`config.mk`:
```
export PLATFORM = sky130hd
export DESIGN_NAME = pcc_top
export DESIGN_NICKNAME = d
export VERILOG_FILES = /design/src/pcc_pkg.sv /design/src/pcc_regbus_if.sv /design/src/pcc_top.sv /design/src/pcc_sync.sv /design/src/pcc_ahb_slave.sv
export SDC_FILE = /design/constraint.sdc
export NUM_CORES = 1
export LEC_CHECK = 0
export BUFFER_PORTS_ARGS = -buffer_cell sky130_fd_sc_hd__buf_2
export CORE_AREA = 2 2 92 94
export DETAILED_ROUTE_END_ITERATION = 10
export DIE_AREA = 0 0 94 96
export GPL_ROUTABILITY_DRIVEN = 0
export PLACE_DENSITY_LB_ADDON = 0.05
export SLEW_MARGIN = 0
export SYNTH_ARGS = -nofsm -noshare
export SYNTH_HDL_FRONTEND = slang
export SYNTH_HIERARCHICAL = 1
export SYNTH_SLANG_ARGS = --single-unit
```
`constraint.sdc`:
```
create_clock -name mclk -period 1.6 [get_ports mclk]
set_input_delay 0.32 -clock mclk [delete_from_list [all_inputs] [get_ports mclk]]
set_output_delay 0.32 -clock mclk [all_outputs]
set_load 0.02 [all_outputs]
```
`src/pcc_pkg.sv`:
```
// Constants for the power and clock control block.
package pcc_pkg;
  // ****************************************
  // Register map, byte addresses
  // ****************************************
  localparam logic [7:0] PCC_ADDR_CTRL = 8'h00;
  localparam logic [7:0] PCC_ADDR_BACKUP0 = 8'h10;
  localparam int PCC_ADDR_W = 8;
  localparam int PCC_DATA_W = 32;
  localparam int PCC_REG_W = 16;

  // ****************************************
  // Control register fields
  // ****************************************
  localparam int PCC_BIT_CLK_OUT = 2;
  localparam int PCC_BIT_RST_PIN_DIS = 5;
  localparam int PCC_BIT_REG_RETAIN = 6;
  localparam int PCC_BIT_BOD_STOP_DIS = 7;
  localparam int PCC_BIT_CORE_EN = 10;

  // ****************************************
  // Reset values
  // ****************************************
  localparam logic PCC_RST_CLK_OUT = 1'b0;
  localparam logic PCC_RST_RST_PIN_DIS = 1'b0;
  localparam logic PCC_RST_REG_RETAIN = 1'b0;
  localparam logic PCC_RST_BOD_STOP_DIS = 1'b0;
  localparam logic PCC_RST_CORE_EN = 1'b0;
  localparam logic [15:0] PCC_RST_BACKUP0 = 16'h0000;
  localparam logic PCC_RST_PIN_LEVEL = 1'b1;
  localparam logic PCC_RST_VDD_LOW = 1'b0;

  // ****************************************
  // Bus codes
  // ****************************************
  localparam logic [3:0] PCC_SUPERVISOR_ID = 4'h0;
  localparam logic [1:0] PCC_HTRANS_NONSEQ = 2'h2;
endpackage

```
`src/pcc_regbus_if.sv`:
```
// Register access strobes passed from the bus slave to the register file.
`timescale 1ns/1ps
interface pcc_regbus_if
  import pcc_pkg::*;
();
  logic wr_en;
  logic rd_en;
  logic [PCC_ADDR_W-1:0] addr;
  logic [PCC_DATA_W-1:0] wdata;
  logic [PCC_DATA_W-1:0] rdata;
  logic [3:0] master;

  modport slave_side
  (
    output wr_en,
    output rd_en,
    output addr,
    output wdata,
    output master,
    input rdata
  );
  modport reg_side
  (
    input wr_en,
    input rd_en,
    input addr,
    input wdata,
    input master,
    output rdata
  );
endinterface

```
`src/pcc_top.sv`:
```
// Power and clock control register with regulator, brownout and core-enable logic.
//
// Decided for this implementation: the AHB-Lite slave port.
`timescale 1ns/1ps
module pcc_top
  import pcc_pkg::*;
(
  input wire logic mclk,
  input wire logic reset,
  input wire logic por,
  input wire logic hsel,
  input wire logic [31:0] haddr,
  input wire logic [1:0] htrans,
  input wire logic hwrite,
  input wire logic [2:0] hsize,
  input wire logic [3:0] hmaster,
  input wire logic [31:0] hwdata,
  input wire logic hready,
  output logic hreadyout,
  output logic hresp,
  output logic [31:0] hrdata,
  input wire logic stop_mode,
  input wire logic proc_core_clk,
  input wire logic spi_sclk_out,
  input wire logic spi_sclk_oe,
  output logic shared_clock_pin_out,
  output logic shared_clock_pin_oe,
  output logic clock_out_enable_q,
  input wire logic reset_pin_in,
  input wire logic reset_pin_port_out,
  input wire logic reset_pin_port_dir,
  output logic reset_pin_out_q,
  output logic reset_pin_oe_q,
  output logic reset_pin_port_in_q,
  output logic ext_reset_req_q,
  input wire logic vdd_below_rst,
  output logic regulator_enable_q,
  output logic brownout_detect_enable_q,
  output logic brownout_reset_q,
  output logic processing_core_enable_q,
  output logic processing_core_reset_q
);
  // ****************************************
  // Bus slave and carrier
  // ****************************************
  pcc_regbus_if rb();

  pcc_ahb_slave u_slave
  (
    .mclk(mclk),
    .reset(reset),
    .hsel(hsel),
    .haddr(haddr),
    .htrans(htrans),
    .hwrite(hwrite),
    .hsize(hsize),
    .hmaster(hmaster),
    .hwdata(hwdata),
    .hready(hready),
    .hreadyout(hreadyout),
    .hrdata(hrdata),
    .rb(rb)
  );

  // The slave never refuses a transfer, so the response is always OKAY.
  always_ff @(posedge mclk)
  begin
    hresp <= 1'b0;
  end

  // ****************************************
  // Pin and analog synchronisers
  // ****************************************
  logic reset_pin_s;
  logic vdd_low_s;

  // Each synchroniser resets to its pin's idle level, so that leaving reset
  // raises neither a false external reset request nor a false brownout.
  pcc_sync #(.WIDTH(1), .RESET_VAL(PCC_RST_PIN_LEVEL)) u_sync_pin
  (
    .mclk(mclk),
    .reset(reset),
    .async_in(reset_pin_in),
    .sync_out(reset_pin_s)
  );

  pcc_sync #(.WIDTH(1), .RESET_VAL(PCC_RST_VDD_LOW)) u_sync_vdd
  (
    .mclk(mclk),
    .reset(reset),
    .async_in(vdd_below_rst),
    .sync_out(vdd_low_s)
  );

  // ****************************************
  // Address decode
  // ****************************************
  logic sel_ctrl;
  logic sel_backup;
  logic wr_ctrl;
  logic wr_backup;
  logic is_supervisor;
  logic [PCC_REG_W-1:0] wdata16;

  assign sel_ctrl = rb.addr == PCC_ADDR_CTRL;
  assign sel_backup = rb.addr == PCC_ADDR_BACKUP0;
  assign wr_ctrl = rb.wr_en && sel_ctrl;
  assign wr_backup = rb.wr_en && sel_backup;
  // The master id is latched with the address phase, so a change of hmaster in
  // the data phase cannot turn a write into a supervisory one.
  assign is_supervisor = rb.master == PCC_SUPERVISOR_ID;
  assign wdata16 = rb.wdata[PCC_REG_W-1:0];

  // ****************************************
  // Control bits
  // ****************************************
  logic clk_out_d;
  logic rst_pin_dis_q;
  logic rst_pin_dis_d;
  logic reg_retain_q;
  logic reg_retain_d;
  logic bod_dis_q;
  logic bod_dis_d;
  logic core_en_d;
  logic stop_q;
  logic stop_entry;
  logic core_en_wr;
  logic [PCC_REG_W-1:0] backup0_q;
  logic [PCC_REG_W-1:0] backup0_d;

  // A write replaces one field of the control register; otherwise the field keeps its value.
  function automatic logic merge_bit
  (
    input logic wr,
    input logic [PCC_REG_W-1:0] wd,
    input int pos,
    input logic cur
  );
    merge_bit = wr ? wd[pos] : cur;
  endfunction

  // Stop entry is the first cycle in which stop mode is seen.
  assign stop_entry = stop_mode && !stop_q;
  assign clk_out_d = merge_bit(wr_ctrl, wdata16, PCC_BIT_CLK_OUT, clock_out_enable_q);
  assign rst_pin_dis_d = merge_bit(wr_ctrl, wdata16, PCC_BIT_RST_PIN_DIS, rst_pin_dis_q);
  assign reg_retain_d = merge_bit(wr_ctrl, wdata16, PCC_BIT_REG_RETAIN, reg_retain_q);
  assign bod_dis_d = merge_bit(wr_ctrl, wdata16, PCC_BIT_BOD_STOP_DIS, bod_dis_q);
  // The processing core's own writes never reach its enable bit.
  assign core_en_wr = wr_ctrl && is_supervisor;
  // Stop entry wins over a write in the same cycle so the core cannot slip past it.
  assign core_en_d = stop_entry ? PCC_RST_CORE_EN :
                     core_en_wr ? wdata16[PCC_BIT_CORE_EN] :
                     processing_core_enable_q;
  assign backup0_d = wr_backup ? wdata16 : backup0_q;

  // ****************************************
  // Control flip-flops
  // ****************************************
  // One field to a block, so each field's reset source is plain to see.
  always_ff @(posedge mclk)
  begin
    if (reset)
      clock_out_enable_q <= PCC_RST_CLK_OUT;
    else
      clock_out_enable_q <= clk_out_d;
  end

  always_ff @(posedge mclk)
  begin
    if (reset)
      reg_retain_q <= PCC_RST_REG_RETAIN;
    else
      reg_retain_q <= reg_retain_d;
  end

  always_ff @(posedge mclk)
  begin
    if (reset)
      bod_dis_q <= PCC_RST_BOD_STOP_DIS;
    else
      bod_dis_q <= bod_dis_d;
  end

  // Any supervisory reset clears the enable, so the processing core always restarts held.
  always_ff @(posedge mclk)
  begin
    if (reset)
      processing_core_enable_q <= PCC_RST_CORE_EN;
    else
      processing_core_enable_q <= core_en_d;
  end

  // ****************************************
  // Stop entry tracking
  // ****************************************
  // Only the first cycle of stop mode counts, so the enable may be set again while stopped.
  always_ff @(posedge mclk)
  begin
    if (reset)
      stop_q <= 1'b0;
    else
      stop_q <= stop_mode;
  end

  // ****************************************
  // Power-on domain
  // ****************************************
  // These bits survive ordinary resets; only the power-on reset clears them.
  always_ff @(posedge mclk)
  begin
    if (por)
      rst_pin_dis_q <= PCC_RST_RST_PIN_DIS;
    else
      rst_pin_dis_q <= rst_pin_dis_d;
  end

  // Kept across ordinary resets like the battery-backed word it stands for.
  always_ff @(posedge mclk)
  begin
    if (por)
      backup0_q <= PCC_RST_BACKUP0;
    else
      backup0_q <= backup0_d;
  end

  // ****************************************
  // Read-back
  // ****************************************
  logic [PCC_REG_W-1:0] ctrl_rd;
  logic [PCC_REG_W-1:0] ctrl_view;

  // Reserved bits, and the enable bit as the processing core sees it, read as zero.
  always_comb
  begin
    ctrl_view = '0;
    ctrl_view[PCC_BIT_CLK_OUT] = clock_out_enable_q;
    ctrl_view[PCC_BIT_RST_PIN_DIS] = rst_pin_dis_q;
    ctrl_view[PCC_BIT_REG_RETAIN] = reg_retain_q;
    ctrl_view[PCC_BIT_BOD_STOP_DIS] = bod_dis_q;
    ctrl_view[PCC_BIT_CORE_EN] = processing_core_enable_q && is_supervisor;
  end

  assign ctrl_rd = ctrl_view;
  // Unmapped offsets read as zero and ignore writes.
  assign rb.rdata = sel_ctrl ? {16'h0000, ctrl_rd} :
                    sel_backup ? {16'h0000, backup0_q} : 32'h0000_0000;

  // ****************************************
  // Shared clock pin
  // ****************************************
  // The core clock is steered through a mux rather than a flip-flop: a register
  // at this clock rate could not carry an undivided clock to the pin.
  // Software is expected to leave the serial interface idle meanwhile; its
  // clock is simply overridden, not stopped.
  assign shared_clock_pin_out = clock_out_enable_q ? proc_core_clk : spi_sclk_out;
  assign shared_clock_pin_oe = clock_out_enable_q ? 1'b1 : spi_sclk_oe;

  // ****************************************
  // Reset pin
  // ****************************************
  // The pin is active low; its port direction and output controls act in both settings.
  always_ff @(posedge mclk)
  begin
    if (reset)
      reset_pin_out_q <= 1'b0;
    else
      reset_pin_out_q <= reset_pin_port_out;
  end

  always_ff @(posedge mclk)
  begin
    if (reset)
      reset_pin_oe_q <= 1'b0;
    else
      reset_pin_oe_q <= reset_pin_port_dir;
  end

  // With the reset function detached the pin still reads back as an ordinary port input.
  always_ff @(posedge mclk)
  begin
    if (reset)
      reset_pin_port_in_q <= 1'b0;
    else
      reset_pin_port_in_q <= reset_pin_s;
  end

  // The request is only raised while the reset function stays attached to the pin.
  always_ff @(posedge mclk)
  begin
    if (reset)
      ext_reset_req_q <= 1'b0;
    else
      ext_reset_req_q <= !rst_pin_dis_q && !reset_pin_s;
  end

  // ****************************************
  // Regulator and brownout
  // ****************************************
  logic reg_en_d;
  logic bod_en_d;

  assign reg_en_d = !stop_mode || reg_retain_q;
  // Detection is dropped only with the regulator off and the disable bit set.
  assign bod_en_d = reg_en_d || !bod_dis_q;

  always_ff @(posedge mclk)
  begin
    if (reset)
      regulator_enable_q <= 1'b1;
    else
      regulator_enable_q <= reg_en_d;
  end

  always_ff @(posedge mclk)
  begin
    if (reset)
      brownout_detect_enable_q <= 1'b1;
    else
      brownout_detect_enable_q <= bod_en_d;
  end

  // Gating the reset with the enable keeps a stale low-supply level from resetting
  // the device once the comparator has been powered down.
  always_ff @(posedge mclk)
  begin
    if (reset)
      brownout_reset_q <= 1'b0;
    else
      brownout_reset_q <= bod_en_d && vdd_low_s;
  end

  // ****************************************
  // Processing core control
  // ****************************************
  // The core reset follows the same next value as the enable, so the core never
  // runs for a cycle past a stop entry or a reset.
  always_ff @(posedge mclk)
  begin
    if (reset)
      processing_core_reset_q <= 1'b1;
    else
      processing_core_reset_q <= !core_en_d;
  end
endmodule

```
`src/pcc_sync.sv`:
```
// Two-flip-flop synchroniser for levels arriving from pins or analog blocks.
`timescale 1ns/1ps
module pcc_sync
#(
  parameter int WIDTH = 1,
  parameter logic [WIDTH-1:0] RESET_VAL = '0
)
(
  input wire logic mclk,
  input wire logic reset,
  input wire logic [WIDTH-1:0] async_in,
  output logic [WIDTH-1:0] sync_out
);
  logic [WIDTH-1:0] meta_q;

  always_ff @(posedge mclk)
  begin
    if (reset)
    begin
      meta_q <= RESET_VAL;
      sync_out <= RESET_VAL;
    end
    else
    begin
      meta_q <= async_in;
      sync_out <= meta_q;
    end
  end
endmodule

```
`src/pcc_ahb_slave.sv`:
```
// AHB-Lite slave: writes take no wait state, reads take one.
`timescale 1ns/1ps
module pcc_ahb_slave
  import pcc_pkg::*;
(
  input wire logic mclk,
  input wire logic reset,
  input wire logic hsel,
  input wire logic [31:0] haddr,
  input wire logic [1:0] htrans,
  input wire logic hwrite,
  input wire logic [2:0] hsize,
  input wire logic [3:0] hmaster,
  input wire logic [31:0] hwdata,
  input wire logic hready,
  output logic hreadyout,
  output logic [31:0] hrdata,
  pcc_regbus_if.slave_side rb
);
  // ****************************************
  // Address phase capture
  // ****************************************
  logic accept;
  logic pend_q;
  logic write_q;
  logic [PCC_ADDR_W-1:0] addr_q;
  logic [3:0] master_q;

  // Only word transfers exist here; hsize is accepted but not checked.
  assign accept = hsel && hready && htrans[1];
  assign rb.wr_en = pend_q && write_q;
  assign rb.rd_en = pend_q && !write_q;
  assign rb.addr = addr_q;
  assign rb.wdata = hwdata;
  assign rb.master = master_q;

  always_ff @(posedge mclk)
  begin
    if (reset)
    begin
      pend_q <= 1'b0;
      write_q <= 1'b0;
      addr_q <= '0;
      master_q <= '0;
      hreadyout <= 1'b1;
      hrdata <= '0;
    end
    else
    begin
      pend_q <= accept;
      if (accept)
      begin
        write_q <= hwrite;
        addr_q <= haddr[PCC_ADDR_W-1:0];
        master_q <= hmaster;
      end
      // Reads stall one cycle so hrdata comes from a flip-flop holding settled state.
      hreadyout <= !(accept && !hwrite);
      if (rb.rd_en)
        hrdata <= rb.rdata;
    end
  end
endmodule

```
==> results.txt <==
The run finished, with violations left. The remaining antenna violation count came out at 0. The worst setup path is launched from a register. The count of final hold-check violations came out at 0. The initial antenna violation count is 0. The total power divided by cell area is around 960 nW/um2.

The ratio of cells with drive above 1 in the final layout is 0.362. For the worst flop-to-flop path, the logic depth is 3. The worst hold path terminates at u_sync_pin/meta_q. The beginning of the worst hold path is reset_pin_in.

The analysis attributes to cell leakage a power of 0.00169 uW. The total I/O pin count came out at 133. The final HPWL from detailed placement is approximately 4600 um. Port buffering added just under 90 buffers. Walking the worst path, the cells encountered are or4_4 > nor4b_4 > mux2_4. The maximum achievable frequency came out at 590 MHz. The required time at the worst-slack endpoint came out at ~1.8 ns. The relative contribution of the clock network to total power is 0.413. The number of detailed-route iterations in the first pass is 4. The CTS tree is built. The depth of the CTS H-tree came out at 3. The internal portion of the total power is 3110 uW. The mapped cell area came out at about 3400 um2.

The checks that failed: negative setup slack. The worst-case clock skew came out at between 0.01 and 0.015 ns. The final worst slack is -0.0953 ns. Summed over all layers, the global routing overflow is 0. For this run, design rule violations remaining after detail routing come to 0.

The number of instances in the synthesized netlist is 368. The effective utilization at floorplan is 0.423. In this run, the number of DRC markers left after iteration 0 of detailed routing was just over 60. The number of maximum-capacitance constraint violations came out at 0. After filler insertion, the fill cell instance count of the layout stands at 780.

The final-report setup violation count is 30. The net count reported at finish is about 550. The number of clock buffers inserted by TritonCTS came out at 9. The net switching power is 930 uW. Together, buffers and inverters on the worst path number 0. The die footprint came out at roughly 9000 um2.

Of the available clock period, the critical path in the final layout requires 1.06. The top cell types in the final layout, fill and taps aside, are sky130_fd_sc_hd__buf_2 (87), sky130_fd_sc_hd__nand2_1 (85), sky130_fd_sc_hd__dfxtp_1 (78). The minimum clock period after layout is 1.70 ns.

After clock tree synthesis, the clock-pin slew on the worst setup and hold paths is 0.08 ns. The Yosys warning count came out at 6. The number of max-slew violations in the final report is 0.

The arrival time of the worst setup path is 1.93 ns. The die outline width came out at between 90 and 100 um. The register area is about 1600 um2.

The average wire per cell in the routed design is 12.5 um. The number of hold buffers added after CTS is 0. The count of cells along the worst hold path came out at 2. The number of clock sinks is 81.

The root cell of the clock tree is sky130_fd_sc_hd__clkbuf_8. The multi-input combinational cells in the finished layout cover a total of ~1600 um2. After floorplanning, the core was divided into 33 placement rows. The synthesis-to-layout area growth is 24.1%. The kind of end point of the critical path is a register. The number of global-route vias before repair came to 2,353. Among all stages on the critical path, the largest delay is contributed by sky130_fd_sc_hd__or4_4. The clock tree buffer depth came out at 2.

The height of the die came out at 96 um. The maximum vdd ir drop came out at about 0.48 mV. Detailed routing inserted a total of 2,556 vias. In this run the register-to-register setup slack is -0.1 ns.

The biggest fanout along the worst timing path is 5. In the global route stage, overall resource usage came out at 0.158. Summing internal, switching and leakage power gives between 4000 and 5000 uW.

The area inside the core boundary is 8050 um2. The post-layout utilization of the core came out at 0.525. The longest individual stage delay on the worst path came out at about 0.62 ns. The share of total power dissipated in combinational logic is 0.077. The later pin in the worst-skew pair is clocked with a latency of about 0.35 ns. Summed over all layers, the routed wires come to approximately 7000 um. The part of the power in registers is 0.511. Entering global routing, the biggest net connects 34 pins. The kind of cell with the highest combined delay along the critical path is simple AND/OR/NAND/NOR gates. The startpoint of the worst register-to-register path is u_slave/rb.addr[1].

The count of inserted antenna diode cells came out at 0. The library cell used most frequently in the layout, excluding fill and tap cells, is sky130_fd_sc_hd__buf_2. The capture point of the worst reg-to-reg path is processing_core_enable_q. The via density per instance is between 4 and 5.

Setup repair after global routing could not meet its margin everywhere. Of the total power, the share spent switching nets is 0.230. Averaged over all synthesized cells, the footprint is roughly 9 um2. The post-placement setup slack is -0.150 ns. The first global-routing pass estimated roughly 11,000 um of wire.

The worst hold path belongs to the class input port to register. The critical path in this run is classified as register to register.
==> registers in the layout, indices dropped and copies added (netlist names), 4 cells and up <==
| signal | count |
|---|---|
| u_slave/hrdata | 32 |
| backup0_q | 16 |
| u_slave/rb.addr | 8 |
| u_slave/rb.master | 4 |
==> final cells by class <==
cell class,instances,share of cell area
timing repair buffer,102,0.150
inverter,4,0.00533
sequential,81,0.385
multi-input combinational,261,0.375
clock inverter,6,0.0213
clock buffer,10,0.0326
tap,105,0.0311
==> power by group through the flow <==
| stage | registers, uW | logic, uW | clock network (uW) |
|---|---|---|---|
| final | 2060 | 309 | 1670 |
| after CTS | 2060 | 311 | 1730 |
| after global routing | 2070 | 344 | 1810 |
| after global placement | 2110 | 300 | 0 |
| after floorplan | 2130 | 195 | 0 |
| after detailed placement | 2110 | 301 | 0 |
==> per-layer routing <==
metal  vias to the layer above  wire [um]  global-route usage
met3                         6        417              0.0321
li1                       1341          -                   -
met5                         -          0                   0
met2                        70       3220               0.242
met4                         0         75              0.0725
met1                      1139       3400               0.214
==> worst max path at each step <==
stage | startpoint | to | slack [ns] | depth (start not counted)
3_3_place_gp | u_slave/rb.addr[1] | u_slave/hrdata[5] | -0.15 | 7
6_report | u_slave/rb.addr[1] | processing_core_enable_q | -0.1 | 3
4_1_cts | u_slave/rb.addr[1] | processing_core_enable_q | -0.1 | 4
2_1_floorplan | u_slave/rb.addr[1] | backup0_q[0] | -0.12 | 5
3_5_place_dp | u_slave/rb.addr[5] | processing_core_enable_q | -0.15 | 3
5_1_grt | u_slave/rb.addr[1] | processing_core_reset_q | -0.14 | 4
==> through the flow <==
stage | instances | hold WS (ns) | TNS [ns] | instance area (um2)
2_1_floorplan | 384 | 0.385 | -1.99 | 3480
3_3_place_gp | 551 | 0.392 | -2.92 | 3880
3_5_place_dp | 551 | 0.395 | -2.87 | 3880
4_1_cts | 567 | 0.132 | -1.94 | 4130
5_1_grt | 569 | 0.154 | -2.62 | 4230
6_report | 569 | 0.150 | -0.901 | 4230
==> timing repair <==
action / in CTS / in global routing
gates cloned: 0 / 2
setup endpoints to repair: 39 / 38
pin swaps: 0 / 13
gates resized for setup: 8 / 20
setup buffers: 0 / 1
Power figures use the tool's default switching activity.
